**config.mk**
```make
export PLATFORM = sky130hd
export DESIGN_NAME = sysref_release_divider
export DESIGN_NICKNAME = d
export VERILOG_FILES = /design/src/sysref_release_pkg.sv /design/src/stage_counter.sv /design/src/sysref_release_divider.sv
export VERILOG_INCLUDE_DIRS = /design/src /design/src/src
export SDC_FILE = /design/constraint.sdc
export NUM_CORES = 1
export LEC_CHECK = 0
export BUFFER_PORTS_ARGS = -buffer_cell sky130_fd_sc_hd__buf_2
export CAP_MARGIN = 0
export CORE_MARGIN = 2
export CORE_UTILIZATION = 59
export CTS_BUF_LIST = sky130_fd_sc_hd__clkbuf_2 sky130_fd_sc_hd__clkbuf_4 sky130_fd_sc_hd__clkbuf_8
export DETAILED_ROUTE_END_ITERATION = 7
export PLACE_DENSITY = 0.95
export SLEW_MARGIN = 10
export SYNTH_ARGS = -nofsm -noshare
export SYNTH_HDL_FRONTEND = slang
export SYNTH_HIERARCHICAL = 1
export SYNTH_SLANG_ARGS = --single-unit
```
**constraint.sdc**
```tcl
create_clock -name clk -period 5.87 [get_ports clk]
set_input_delay 0.2935 -clock clk [delete_from_list [all_inputs] [get_ports clk]]
set_output_delay 0.2935 -clock clk [all_outputs]
set_load 0.01 [all_outputs]
```
**src/sysref_release_map.svh**
```systemverilog
// Behaviour
// - Selector zero: idle outputs static low/high
// - Selector one: idle outputs cross-point biased
// - Bias selector one RW bit, resets one
// - Pulses released only on coincident divider edges
// - Mode bit zero: low stage only, 2..9
// - Mode bit one: middle times low stage
// - Low codes 000..110 give 2..8, 111 nine
// - Middle stage ratios 2,4,6,8,12,16; 111 sixteen
// - Request restarts both divider stages to realign outputs
`ifndef SYSREF_RELEASE_MAP_SVH
`define SYSREF_RELEASE_MAP_SVH

// Register indices on the configuration port
`define SRD_IDX_BIAS 1'b0
`define SRD_IDX_RATIO 1'b1

// Reset values
`define SRD_BIAS_RESET 1'b1
`define SRD_RATIO_RESET 7'h01

// Field positions of the release ratio register
`define SRD_MODE_BIT 6
`define SRD_MID_MSB 5
`define SRD_MID_LSB 3
`define SRD_LOW_MSB 2
`define SRD_LOW_LSB 0

// Stage ratio figures
`define SRD_LOW_BASE 5'h02
`define SRD_LOW_TOP_CODE 3'h7
`define SRD_LOW_TOP_RATIO 5'h09
`define SRD_MID_R2 5'h02
`define SRD_MID_R4 5'h04
`define SRD_MID_R6 5'h06
`define SRD_MID_R8 5'h08
`define SRD_MID_R12 5'h0c
`define SRD_MID_R16 5'h10

// Number of SYSREF outputs handled
`define SRD_OUTPUTS 8

`endif

```
**src/sysref_release_pkg.sv**
```systemverilog
`default_nettype none
package sysref_release_pkg;

	// How one SYSREF output is driven
	typedef enum logic [1:0] {
		drv_active,
		drv_static,
		drv_cross_bias
	} sysref_drive_t;

	// Decoded release divider configuration
	typedef struct packed {
		logic cascade;
		logic [4:0] mid_ratio;
		logic [4:0] low_ratio;
	} release_cfg_t;

endpackage : sysref_release_pkg
`default_nettype wire

```
**src/stage_counter.sv**
```systemverilog
`default_nettype none
module stage_counter (
	// Clock and reset
	input wire logic clk,
	input wire logic rst_b,
	// Control
	input wire logic restart,
	input wire logic step,
	input wire logic [4:0] ratio,
	// Terminal count
	output logic tc
);

	logic [4:0] count;
	logic [4:0] last;

	// Last count value before wrap
	assign last = ratio - 5'h01;
	assign tc = step && !restart && (count >= last);

	// Modulo counter, cleared on restart
	always_ff @(posedge clk or negedge rst_b) begin
		if (!rst_b) begin
			count <= 5'h00;
		end else if (restart) begin
			count <= 5'h00;
		end else if (step) begin
			if (count >= last) begin
				count <= 5'h00;
			end else begin
				count <= count + 5'h01;
			end
		end
	end

endmodule : stage_counter
`default_nettype wire

```
**src/sysref_release_divider.sv**
```systemverilog
`include "sysref_release_map.svh"
`default_nettype none
module sysref_release_divider (
	// Clock and reset
	input wire logic clk,
	input wire logic rst_b,
	// Configuration port
	input wire logic reg_wr,
	input wire logic reg_sel,
	input wire logic [7:0] reg_wdata,
	output logic rd_bias,
	output logic [6:0] rd_ratio,
	// SYSREF control
	input wire logic sysref_request,
	input wire logic pulse_req,
	input wire logic [`SRD_OUTPUTS-1:0] per_output_bias_off,
	// SYSREF outputs
	output logic [`SRD_OUTPUTS-1:0] sysref_output,
	output var sysref_release_pkg::sysref_drive_t [`SRD_OUTPUTS-1:0] output_drive,
	output logic event_busy,
	output logic release_tick
);

	////////////////////////////////////////////////////////////////
	// Registers
	// Two software registers on a plain write port

	// Stored configuration and its decoded view
	logic sysref_idle_bias_select;
	logic [6:0] sysref_release_ratio;
	sysref_release_pkg::release_cfg_t cfg;

	// Write strobes
	logic wr_bias;
	logic wr_ratio;

	// Write strobes per register index
	assign wr_bias = reg_wr && (reg_sel == `SRD_IDX_BIAS);
	assign wr_ratio = reg_wr && (reg_sel == `SRD_IDX_RATIO);

	// Bias selector write
	always_ff @(posedge clk or negedge rst_b) begin
		if (!rst_b) begin
			sysref_idle_bias_select <= `SRD_BIAS_RESET;
		end else if (wr_bias) begin
			sysref_idle_bias_select <= reg_wdata[0];
		end
	end

	// Release ratio write; a new ratio takes effect on the next count
	// Counters compare with >= so a smaller ratio wraps at once
	always_ff @(posedge clk or negedge rst_b) begin
		if (!rst_b) begin
			sysref_release_ratio <= `SRD_RATIO_RESET;
		end else if (wr_ratio) begin
			sysref_release_ratio <= reg_wdata[6:0];
		end
	end

	// Readback straight from the registers
	assign rd_bias = sysref_idle_bias_select;
	assign rd_ratio = sysref_release_ratio;

	////////////////////////////////////////////////////////////////
	// Ratio decode

	// Low stage code to ratio
	function automatic logic [4:0] low_decode(input logic [2:0] code);
		if (code == `SRD_LOW_TOP_CODE) begin
			low_decode = `SRD_LOW_TOP_RATIO;
		end else begin
			low_decode = `SRD_LOW_BASE + {2'b00, code};
		end
	endfunction : low_decode

	// Middle stage code to ratio; codes five and up all give sixteen
	function automatic logic [4:0] mid_decode(input logic [2:0] code);
		unique case (code)
			3'h0: mid_decode = `SRD_MID_R2;
			3'h1: mid_decode = `SRD_MID_R4;
			3'h2: mid_decode = `SRD_MID_R6;
			3'h3: mid_decode = `SRD_MID_R8;
			3'h4: mid_decode = `SRD_MID_R12;
			3'h5: mid_decode = `SRD_MID_R16;
			3'h6: mid_decode = `SRD_MID_R16;
			3'h7: mid_decode = `SRD_MID_R16;
		endcase
	endfunction : mid_decode

	// Decoded configuration
	// Mode bit picks one stage or the product of both
	always_comb begin
		cfg.cascade = sysref_release_ratio[`SRD_MODE_BIT];
		cfg.mid_ratio = mid_decode(sysref_release_ratio[`SRD_MID_MSB:`SRD_MID_LSB]);
		cfg.low_ratio = low_decode(sysref_release_ratio[`SRD_LOW_MSB:`SRD_LOW_LSB]);
	end

	////////////////////////////////////////////////////////////////
	// Cascaded release counters

	// Restart strobe and stage terminal counts
	logic realign;
	logic low_tc;
	logic mid_tc;
	logic common_tc;

	// Low stage steps every device clock
	stage_counter low_stage (
		.clk(clk),
		.rst_b(rst_b),
		.restart(realign),
		.step(1'b1),
		.ratio(cfg.low_ratio),
		.tc(low_tc)
	);

	// Middle stage steps on low stage wrap
	stage_counter mid_stage (
		.clk(clk),
		.rst_b(rst_b),
		.restart(realign),
		.step(low_tc),
		.ratio(cfg.mid_ratio),
		.tc(mid_tc)
	);

	// Common terminal count of the active stages
	// Middle stage runs unused while cascade is off
	assign common_tc = cfg.cascade ? mid_tc : low_tc;
	assign release_tick = common_tc;

	////////////////////////////////////////////////////////////////
	// Request alignment and pulse release

	// Pulse bookkeeping
	logic pending;
	logic release_now;
	logic busy_end;

	// Request restarts the dividers one cycle later;
	// the restart cycle drops the tick of the old phase
	always_ff @(posedge clk or negedge rst_b) begin
		if (!rst_b) begin
			realign <= 1'b0;
		end else begin
			realign <= sysref_request;
		end
	end

	// Event ends at the first tick of the new phase
	assign busy_end = common_tc && !realign;

	// Event busy from request to first aligned terminal count
	// A repeated request stretches the window again
	always_ff @(posedge clk or negedge rst_b) begin
		if (!rst_b) begin
			event_busy <= 1'b0;
		end else if (sysref_request) begin
			event_busy <= 1'b1;
		end else if (busy_end) begin
			event_busy <= 1'b0;
		end
	end

	// Release only on a common tick outside an event
	assign release_now = pending && common_tc && !event_busy;

	// Pending pulse; a new request wins over release
	// Several requests before one tick merge into one pulse
	always_ff @(posedge clk or negedge rst_b) begin
		if (!rst_b) begin
			pending <= 1'b0;
		end else if (pulse_req) begin
			pending <= 1'b1;
		end else if (release_now) begin
			pending <= 1'b0;
		end
	end

	////////////////////////////////////////////////////////////////
	// Output drive

	// Outputs held idle by their own control or an event
	logic [`SRD_OUTPUTS-1:0] idle;
	assign idle = per_output_bias_off | {`SRD_OUTPUTS{event_busy}};

	// Output level: idle lanes sit low, live lanes carry the pulse
	always_ff @(posedge clk or negedge rst_b) begin
		if (!rst_b) begin
			sysref_output <= '0;
		end else begin
			for (int i = 0; i < `SRD_OUTPUTS; i++) begin
				if (idle[i]) begin
					sysref_output[i] <= 1'b0;
				end else begin
					sysref_output[i] <= release_now;
				end
			end
		end
	end

	// Drive state: live, static or cross-point biased
	always_ff @(posedge clk or negedge rst_b) begin
		if (!rst_b) begin
			for (int i = 0; i < `SRD_OUTPUTS; i++) begin
				output_drive[i] <= sysref_release_pkg::drv_cross_bias;
			end
		end else begin
			for (int i = 0; i < `SRD_OUTPUTS; i++) begin
				if (!idle[i]) begin
					output_drive[i] <= sysref_release_pkg::drv_active;
				end else if (sysref_idle_bias_select) begin
					output_drive[i] <= sysref_release_pkg::drv_cross_bias;
				end else begin
					output_drive[i] <= sysref_release_pkg::drv_static;
				end
			end
		end
	end

endmodule : sysref_release_divider
`default_nettype wire

```
==> impl_metrics.toml, run 1 <==
[yosys]
synth_top_area_frac = 0.405
synth-edff-count = 0
synth_area_per_cell_um2 = 11.0
synth.most_common_cell = "dfrtp_1"
synthTopCellsByCount = "dfrtp_1, nor2_1, ha_1"
synth-main-ff-cell = "dfrtp_1"
synth_warnings = 6
syn_inst = 197
synth_top_cell_by_area = "dfrtp_1"
syn_area_um2 = 2160
async_flop_share = 1.00
synth.distinct_cells = 36
ys_seq_elements = 45
synthTopCellsByArea = "dfrtp_1, dfstp_2, ha_1"
seq_area_frac_synth = 0.526

[sta]
rsz0062_at_grt = "no"
tightest_slew_ns = 0.964
slew_headroom = 0.357
setup_violations = 0
fin_crit_ns = 3.46
finalCritPeriodShare = 0.589
maxSlewViolCount = 0
clock.fmax_mhz = 289
clock_skew_ns = 0.0103
final_hold_viol_count = 0
fin_setup_tns_ns = 0

[pwr]
p_per_area_nw_per_um2 = 277
ir_worst_vdd_uv = 266
total_power_uw = 713
combPwrFrac = 0.222
swShare = 0.296
power.leakage_uw = 0.00131
power_frac_seq = 0.513
internal_power_uw = 502
clkPwrFrac = 0.265
p_sw_uw = 211

[cts]
cts_made_buffers = 5
post_cts_buffers = 0
cts_tree = "yes"
clk_latency_ns = 0.29
cts.sink_count = 45
clk_path_buf_depth = 2
clkSlewWorstSetupHoldPaths_ns = 0.09
htreeDepth = 2
cts_hold_buf = 0
cts_root_buf = "clkbuf_8"
cts_resized = 0

[die]
die_w_um = 64.6
io_pins = 56
initial_core_util = 0.600
core_area_um2 = 3610
num_rows = 22
dieHeight_um = 64.6
die_area_um2 = 4170

[critical_path]
slowest_delay_ns = 0.43
rr_startpoint = "rd_ratio[1]"
cp_max_fo = 11
reg2reg_depth = 13
crit_type = "reg2out"
reg2reg_slack_ns = 2.88
end_kind = "primary output"
critPathLaunchType = "flip-flop"
cpLargestDelayFamily = "simple AND/OR/NAND/NOR gates"
cp.depth = 13
crit_buf_inv = 1
cpMaxStageDelayCell = "dfrtp_1"
crit_required_ns = 5.58
r2r-end = "sysref_output[0]"
crit_path_frequent_cell = "nor2_1"
cp_cell_sequence = "ha_1 -> and2_1 -> nor3b_1 -> xnor2_1 -> ha_1 -> nand4_1 -> o21ai_2 -> nor2_1 -> nor2_1 -> nand2b_1 -> nor2_1 -> mux2_4 -> buf_2"
worst_ep_arrival_time_ns = 3.16

[final_layout]
diodes = 0
fillCellCount = 252
stdcell_count = 307
layout-drive-gt1-share = 0.328
multi_input_area_um2 = 971
fin_area_um2 = 2570
regArea_um2 = 1140
area_growth_pct = 18.8
final_nets = 297

[hold_path]
hold_class = "in2async"

[global_routing]
track_usage = 0.219
grt_pass1_wl_mm = 6.91
grt_overflow = 0
antenna_found_initial = 0
met2_usage = 0.391
met3_usage = 0.0573
grt_pass1_vias = 1490
grt_use_met1 = 0.260
top_usage_layer = "met2"
grt_max_degree = 46

[placed_design]
port_buffers = 54
dp.cells = 299
gp_congestion = 0.836
hpwl_mm = 3.21
placed_cell_area_um2 = 2480

[routing]
drc_errors = 0
ant_nets = 0
first_pass_iters = 4
wl_per_cell_um = 13.7
dr.first_iter.drc_count = 94
wl_mm = 4.21
vias = 1595
vias_per_cell = 5.20

[job]
max-cap-violations = 0

[status]
status = "finished clean"
[layer usage]
metal | routed length (um) | up-vias
met5 | 0 | -
met4 | 23 | 0
met3 | 157 | 2
met2 | 2320 | 35
met1 | 1700 | 784
li1 | - | 774
[per-stage QoR]
stage / hold WS (ns) / setup WS [ns] / util
3_5_place_dp: 0.444 / 2.76 / 0.688
4_1_cts: 0.135 / 2.40 / 0.713
3_3_place_gp: 0.431 / 2.84 / 0.688
6_report: 0.148 / 2.41 / 0.713
5_1_grt: 0.134 / 2.15 / 0.713
2_1_floorplan: -0.00209 / 3.07 / -
[placed cells by master (no fill, tap or decap), drive strengths merged, types with 2 or more instances in the layout]
cell / instances
dfstp: 10
a22o: 4
nor3b: 2
ha: 17
mux2: 9
buf: 54
xnor2: 9
and3: 8
nor3: 4
clkbuf: 5
conb: 7
nor2: 28
nand3: 5
a21oi: 6
nor2b: 13
nand2b: 4
dfrtp: 35
o21ai: 7
nand2: 7
xor2: 3
inv: 12
[kinds of logic (layout without fill, tap and decap cells)]
group,Yosys count,count (layout),share of synthesized area
xor+xnor,12,12,0.0486
simple gates,74,74,0.172
buf+inv,16,73,0.0341
flops,45,45,0.526
fa+ha+maj,17,17,0.0983
other cells,2,7,0.00347
compound gates,22,22,0.0694
mux,9,9,0.0486
[registers in the layout, summed over array words and instances (netlist names)]
name / flops
low_stage/count: 5
realign: 1
sysref_output: 8
output_drive: 16
rd_bias: 1
pending: 1
event_busy: 1
mid_stage/count: 5
rd_ratio: 7
[final cells by class]
type / count / area share
clock inverters: 3 / 0.00827
clock buffers: 5 / 0.0268
flip-flops and latches: 45 / 0.443
inverters: 11 / 0.0161
multi-input cells: 141 / 0.378
repair buffers: 54 / 0.105
well taps: 48 / 0.0234
[power groups by stage]
stage	combinational [uW]	sequential, uW	clock (uW)
2_1_floorplan	94.5	379	0
3_3_place_gp	150	370	0
3_5_place_dp	159	371	0
4_1_cts	160	366	195
5_1_grt	178	370	209
6_report	158	366	189
[worst reg2reg max path, stage by stage, from the launching register on]
cell	delay (ns)
dfrtp_1	0.43
ha_1	0.29
and2_1	0.17
nor3b_1	0.23
xnor2_1	0.11
ha_1	0.34
nand4_1	0.12
o21ai_2	0.19
nor2_1	0.05
nor2_1	0.30
nand2b_1	0.15
nor2_1	0.12
mux2_4	0.22
and3_2	0.20
[worst max-delay path by stage]
| stage | end | slack [ns] | start |
|---|---|---|---|
| 6_report | release_tick | 2.41 | rd_ratio[1] |
| 2_1_floorplan | release_tick | 3.07 | rd_ratio[1] |
| 5_1_grt | release_tick | 2.15 | rd_ratio[1] |
| 3_5_place_dp | release_tick | 2.76 | rd_ratio[1] |
| 3_3_place_gp | release_tick | 2.84 | rd_ratio[1] |
| 4_1_cts | release_tick | 2.40 | rd_ratio[1] |
(Power assumes the default switching activity.)
==> run 2: changes to the inputs <==
--- a/config.mk
+++ b/config.mk
@@ -9,10 +9,10 @@
 export BUFFER_PORTS_ARGS = -buffer_cell sky130_fd_sc_hd__buf_2
 export CAP_MARGIN = 0
 export CORE_MARGIN = 2
-export CORE_UTILIZATION = 59
+export CORE_UTILIZATION = 54
 export CTS_BUF_LIST = sky130_fd_sc_hd__clkbuf_2 sky130_fd_sc_hd__clkbuf_4 sky130_fd_sc_hd__clkbuf_8
 export DETAILED_ROUTE_END_ITERATION = 7
-export PLACE_DENSITY = 0.95
+export PLACE_DENSITY = 0.88
 export SLEW_MARGIN = 10
 export SYNTH_ARGS = -nofsm -noshare
 export SYNTH_HDL_FRONTEND = slang
==> constraint.sdc (replaced) <==
create_clock -name clk -period 3.45 [get_ports clk]
set_input_delay 0.1725 -clock clk [delete_from_list [all_inputs] [get_ports clk]]
set_output_delay 0.1725 -clock clk [all_outputs]
set_load 0.01 [all_outputs]
==> impl_metrics.toml, run 2 (synthesis results as in run 1) <==
[critical_path]
worst_ep_arrival_time_ns = 3.05
critPathLaunchType = "flip-flop"
crit_type = "reg2out"
crit_required_ns = 3.28
slowest_delay_ns = 0.42
reg2reg_slack_ns = 0.58
reg2reg_depth = 12
rr_startpoint = "rd_ratio[3]"
cpMaxStageDelayCell = "dfrtp_1"
end_kind = "primary output"
r2r-end = "sysref_output[0]"
cp_max_fo = 11
cp_cell_sequence = "ha_1 -> and2_1 -> nor3b_2 -> xnor2_1 -> ha_1 -> nand4_1 -> o21ai_2 -> nor2_1 -> nor2_2 -> nand2b_1 -> nor2_1 -> mux2_4 -> buf_2"

[die]
initial_core_util = 0.553
core_area_um2 = 3910
die_w_um = 67.3
die_area_um2 = 4530
num_rows = 23
io_pins = 56
dieHeight_um = 67.3

[hold_path]
min_from = "sysref_request"
min_path_cells = 1
worst_hold_path.endpoint = "realign"
hold_class = "in2reg"

[global_routing]
grt_pass1_wl_mm = 6.78
antenna_found_initial = 0
grt_max_degree = 46
track_usage = 0.201
grt_overflow = 0
grt_pass1_vias = 1593

[cts]
clk_path_buf_depth = 2
post_cts_buffers = 0
cts.sink_count = 45
cts_tree = "yes"
cts_made_buffers = 5
htreeDepth = 2
clk_latency_ns = 0.29
cts_root_buf = "clkbuf_8"
clkSlewWorstSetupHoldPaths_ns = 0.08

[pwr]
power_frac_seq = 0.480
p_per_area_nw_per_um2 = 497
p_sw_uw = 359
internal_power_uw = 937
swShare = 0.277
ir_worst_vdd_uv = 285
combPwrFrac = 0.210
power.leakage_uw = 0.00132
clkPwrFrac = 0.310
total_power_uw = 1300

[sta]
final_hold_viol_count = 0
fin_crit_ns = 3.23
finalCritPeriodShare = 0.935
slew_headroom = 0.360
tightest_slew_ns = 0.960
maxSlewViolCount = 0
clock.fmax_mhz = 310
clock_skew_ns = 0.00627
worst_hold_slack_ns = 0.0210
setup_violations = 0
worst_slack_ns = 0.225

[routing]
drc_errors = 0
wl_per_cell_um = 13.2
vias = 1572
dr.first_iter.drc_count = 63
ant_nets = 0
wl_mm = 4.09
vias_per_cell = 5.09
first_pass_iters = 4

[final_layout]
final_nets = 297
largest_register_ffs = 16
diodes = 0
final_common_cell = "buf_2"
regMostFlops = "output_drive"
area_growth_pct = 20.4
final_cell_mix = "buf_2, dfrtp_1, nor2_1"
final_core_util = 0.666
layout-drive-gt1-share = 0.336
fillCellCount = 306

[placed_design]
pre_cts_ws_ns = 0.358
gp_congestion = 0.772
hpwl_mm = 3.06
port_buffers = 54

[job]
max-cap-violations = 0

[status]
status = "finished clean"
[run 2: changes by cell type in the layout (fill, tap and decap cells not counted)]
| cell | before | now |
|---|---|---|
| nor2_1 | 28 | 27 |
| clkinvlp_4 | 1 | 0 |
| clkbuf_4 | 0 | 1 |
| o21ai_1 | 4 | 5 |
| clkinv_2 | 1 | 0 |
| inv_6 | 1 | 0 |
| bufinv_16 | 0 | 1 |
| nor3b_2 | 0 | 1 |
| clkinv_4 | 0 | 1 |
| nor2_2 | 0 | 1 |
| o21ai_0 | 2 | 1 |
| nor3b_1 | 2 | 1 |
[run 2: what timing repair did]
action,CTS,global route
hold buffers,0,0
gates resized for setup,1,2
pin swaps,0,0
setup endpoints to repair,1,1
[run 2: power by group through the flow]
stage               clock network (uW)  logic [uW]  registers [uW]
CTS                                409         273             623
global route                       433         312             630
finish                             402         273             622
detailed placement                   0         270             633
floorplan                            0         161             645
global placement                     0         256             629
[run 2: worst max path at each step]
stage	startpoint	end	slack, ns	depth (start not counted)
finish	rd_ratio[1]	release_tick	0.22	13
detailed placement	rd_ratio[1]	release_tick	0.36	13
floorplan	rd_ratio[1]	sysref_output[1]	0.73	14
global route	rd_ratio[0]	release_tick	-0.01	13
global placement	rd_ratio[1]	release_tick	0.56	13
CTS	rd_ratio[1]	release_tick	0.1	13
[run 2: worst max-delay path, delay by kind of cell (launching register included)]
kind | cells | cell delay [ns]
simple gates | 7 | 1.02
fa+ha+maj | 2 | 0.63
flops | 1 | 0.42
mux | 1 | 0.24
compound gates | 1 | 0.20
buf+inv | 1 | 0.15
xor+xnor | 1 | 0.09
[run 2: per-layer routing]
layer / global-route usage / share of wire / up-vias
met5: 0 / 0 / -
met4: 0.0714 / 0.0034 / 0
met3: 0.0483 / 0.041 / 2
met2: 0.349 / 0.54 / 42
met1: 0.242 / 0.41 / 751
li1: - / - / 777
[run 2: cell type report]
type / instances / area, um^2 / area share
Timing Repair Buffer: 54 / 270 / 0.104
Inverter: 11 / 41.3 / 0.0158
Clock inverter: 2 / 38.8 / 0.0149
Multi-Input combinational cell: 141 / 978 / 0.375
Tap cell: 50 / 62.6 / 0.0240
Sequential cell: 45 / 1140 / 0.437
Clock buffer: 6 / 76.3 / 0.0293
[run 2: stage by stage]
stage               setup TNS [ns]  cell area (um^2)  std cells
floorplan                        0              2180        202
global placement                 0              2480        301
detailed placement               0              2480        301
global route               -0.0110              2610        309
CTS                              0              2600        309
finish                           0              2610        309
==> run 3: changes to the inputs <==
--- a/config.mk
+++ b/config.mk
@@ -8,11 +8,12 @@
 export LEC_CHECK = 0
 export BUFFER_PORTS_ARGS = -buffer_cell sky130_fd_sc_hd__buf_2
 export CAP_MARGIN = 0
+export CORE_ASPECT_RATIO = 0.5
 export CORE_MARGIN = 2
 export CORE_UTILIZATION = 54
 export CTS_BUF_LIST = sky130_fd_sc_hd__clkbuf_2 sky130_fd_sc_hd__clkbuf_4 sky130_fd_sc_hd__clkbuf_8
 export DETAILED_ROUTE_END_ITERATION = 7
-export PLACE_DENSITY = 0.88
+export PLACE_DENSITY_LB_ADDON = 0.25
 export SLEW_MARGIN = 10
 export SYNTH_ARGS = -nofsm -noshare
 export SYNTH_HDL_FRONTEND = slang
==> impl_metrics.toml, run 3 (synthesis results as in run 1) <==
[cts]
cts_root_buf = "clkbuf_8"
clkSlewWorstSetupHoldPaths_ns = 0.09
clk_path_buf_depth = 2
cts_tree = "yes"
cts_made_buffers = 5
cts.sink_count = 45
htreeDepth = 2
clk_latency_ns = 0.30

[critical_path]
slowest_delay_ns = 0.43
crit_type = "reg2out"
cpMaxStageDelayCell = "dfrtp_1"
crit_required_ns = 3.28
critPathLaunchType = "flip-flop"
crit_buf_inv = 1
worst_ep_arrival_time_ns = 2.95
cpLargestDelayFamily = "simple AND/OR/NAND/NOR gates"
end_kind = "primary output"
cp_max_fo = 11
cp_cell_sequence = "ha_1 -> and2_1 -> nor3b_1 -> xnor2_1 -> ha_1 -> nand4_1 -> o21ai_2 -> nor2_1 -> nor2_2 -> nand2b_1 -> nor2_1 -> mux2_4 -> buf_2"

[die]
num_rows = 16
dieHeight_um = 48.8
die_w_um = 93.5
initial_core_util = 0.560
io_pins = 56
core_area_um2 = 3860
die_area_um2 = 4560

[pwr]
combPwrFrac = 0.219
total_power_uw = 1210
power_frac_seq = 0.513
ir_worst_vdd_uv = 164
internal_power_uw = 855
p_sw_uw = 356
power.leakage_uw = 0.00131
p_per_area_nw_per_um2 = 466
clkPwrFrac = 0.268
swShare = 0.294

[sta]
clock_skew_ns = 0.00675
rsz0062_at_grt = "no"
worst_hold_slack_ns = 0.0223
finalCritPeriodShare = 0.905
fin_crit_ns = 3.12
fin_setup_tns_ns = 0
setup_violations = 0
tightest_slew_ns = 0.952
slew_headroom = 0.365
clock.fmax_mhz = 320
maxSlewViolCount = 0
final_hold_viol_count = 0

[job]
max-cap-violations = 0

[routing]
first_pass_iters = 4
vias = 1597
ant_nets = 0
dr.first_iter.drc_count = 43
wl_per_cell_um = 12.7
wl_mm = 4.01
drc_errors = 0
vias_per_cell = 5.07

[final_layout]
final_nets = 299
layout-drive-gt1-share = 0.333
fin_area_um2 = 2600
diodes = 0
final_cell_mix = "buf_2, dfrtp_1, nor2_1"
final_common_cell = "buf_2"
regMostFlops = "output_drive"
final_core_util = 0.673
largest_register_ffs = 16
area_growth_pct = 20.1

[global_routing]
grt_overflow = 0
grt_pass1_wl_mm = 6.79
antenna_found_initial = 0
grt_max_degree = 46
grt_pass1_vias = 1531
track_usage = 0.194

[placed_design]
placed_cell_area_um2 = 2490
port_buffers = 54
hpwl_mm = 3.02
gp_congestion = 0.761

[hold_path]
hold_class = "in2async"

[status]
status = "finished clean"
## run 3: area by class of cell
cell class	instances	area (um^2)
timing repair buffer	56	288
clock inverter	3	21.3
fill	315	1260
inverter	11	41.3
multi-input combinational	141	973
sequential	45	1140
clock buffer	5	68.8
tap	54	67.6
## run 3: worst paths after layout
path,startpoint,to,slack (ns),cells after the start
worst min register to register,mid_stage/count[4],mid_stage/count[4],0.56,2
worst max-delay path,rd_ratio[1],release_tick,0.33,13
worst max register to register,rd_ratio[3],sysref_output[0],0.65,12
min in group clk,reg_wdata[1],rd_ratio[1],0.10,2
max in group asynchronous,rst_b,rd_ratio[5],2.84,1
worst min-delay path,rst_b,output_drive[8],0.02,1
## run 3: layer usage
layer / up-vias / routed length [um] / track usage
met5: - / 0 / 0
met4: 0 / 29 / 0.0580
met3: 2 / 284 / 0.0587
met2: 48 / 1950 / 0.325
met1: 769 / 1740 / 0.245
li1: 778 / - / -
## run 3: per-stage QoR
step	setup slack (ns)	std cells
6_report	0.329	315
5_1_grt	0.0917	315
4_1_cts	0.141	313
3_5_place_dp	0.486	305
3_3_place_gp	0.539	305
2_1_floorplan	0.733	202
## run 3: repair_timing
action | 4_1_cts | 5_1_grt
setup endpoints to repair | 0 | 1
setup buffers | 0 | 1
gates resized for setup | 0 | 1
hold buffers | 0 | 1
endpoints found under the hold margin | 0 | 1
## run 3: power groups by stage
stage	Sequential (uW)	Clock (uW)	Combinational [uW]
5_1_grt	629	359	303
4_1_cts	622	336	268
3_3_place_gp	630	0	255
2_1_floorplan	645	0	161
3_5_place_dp	632	0	267
6_report	622	324	266
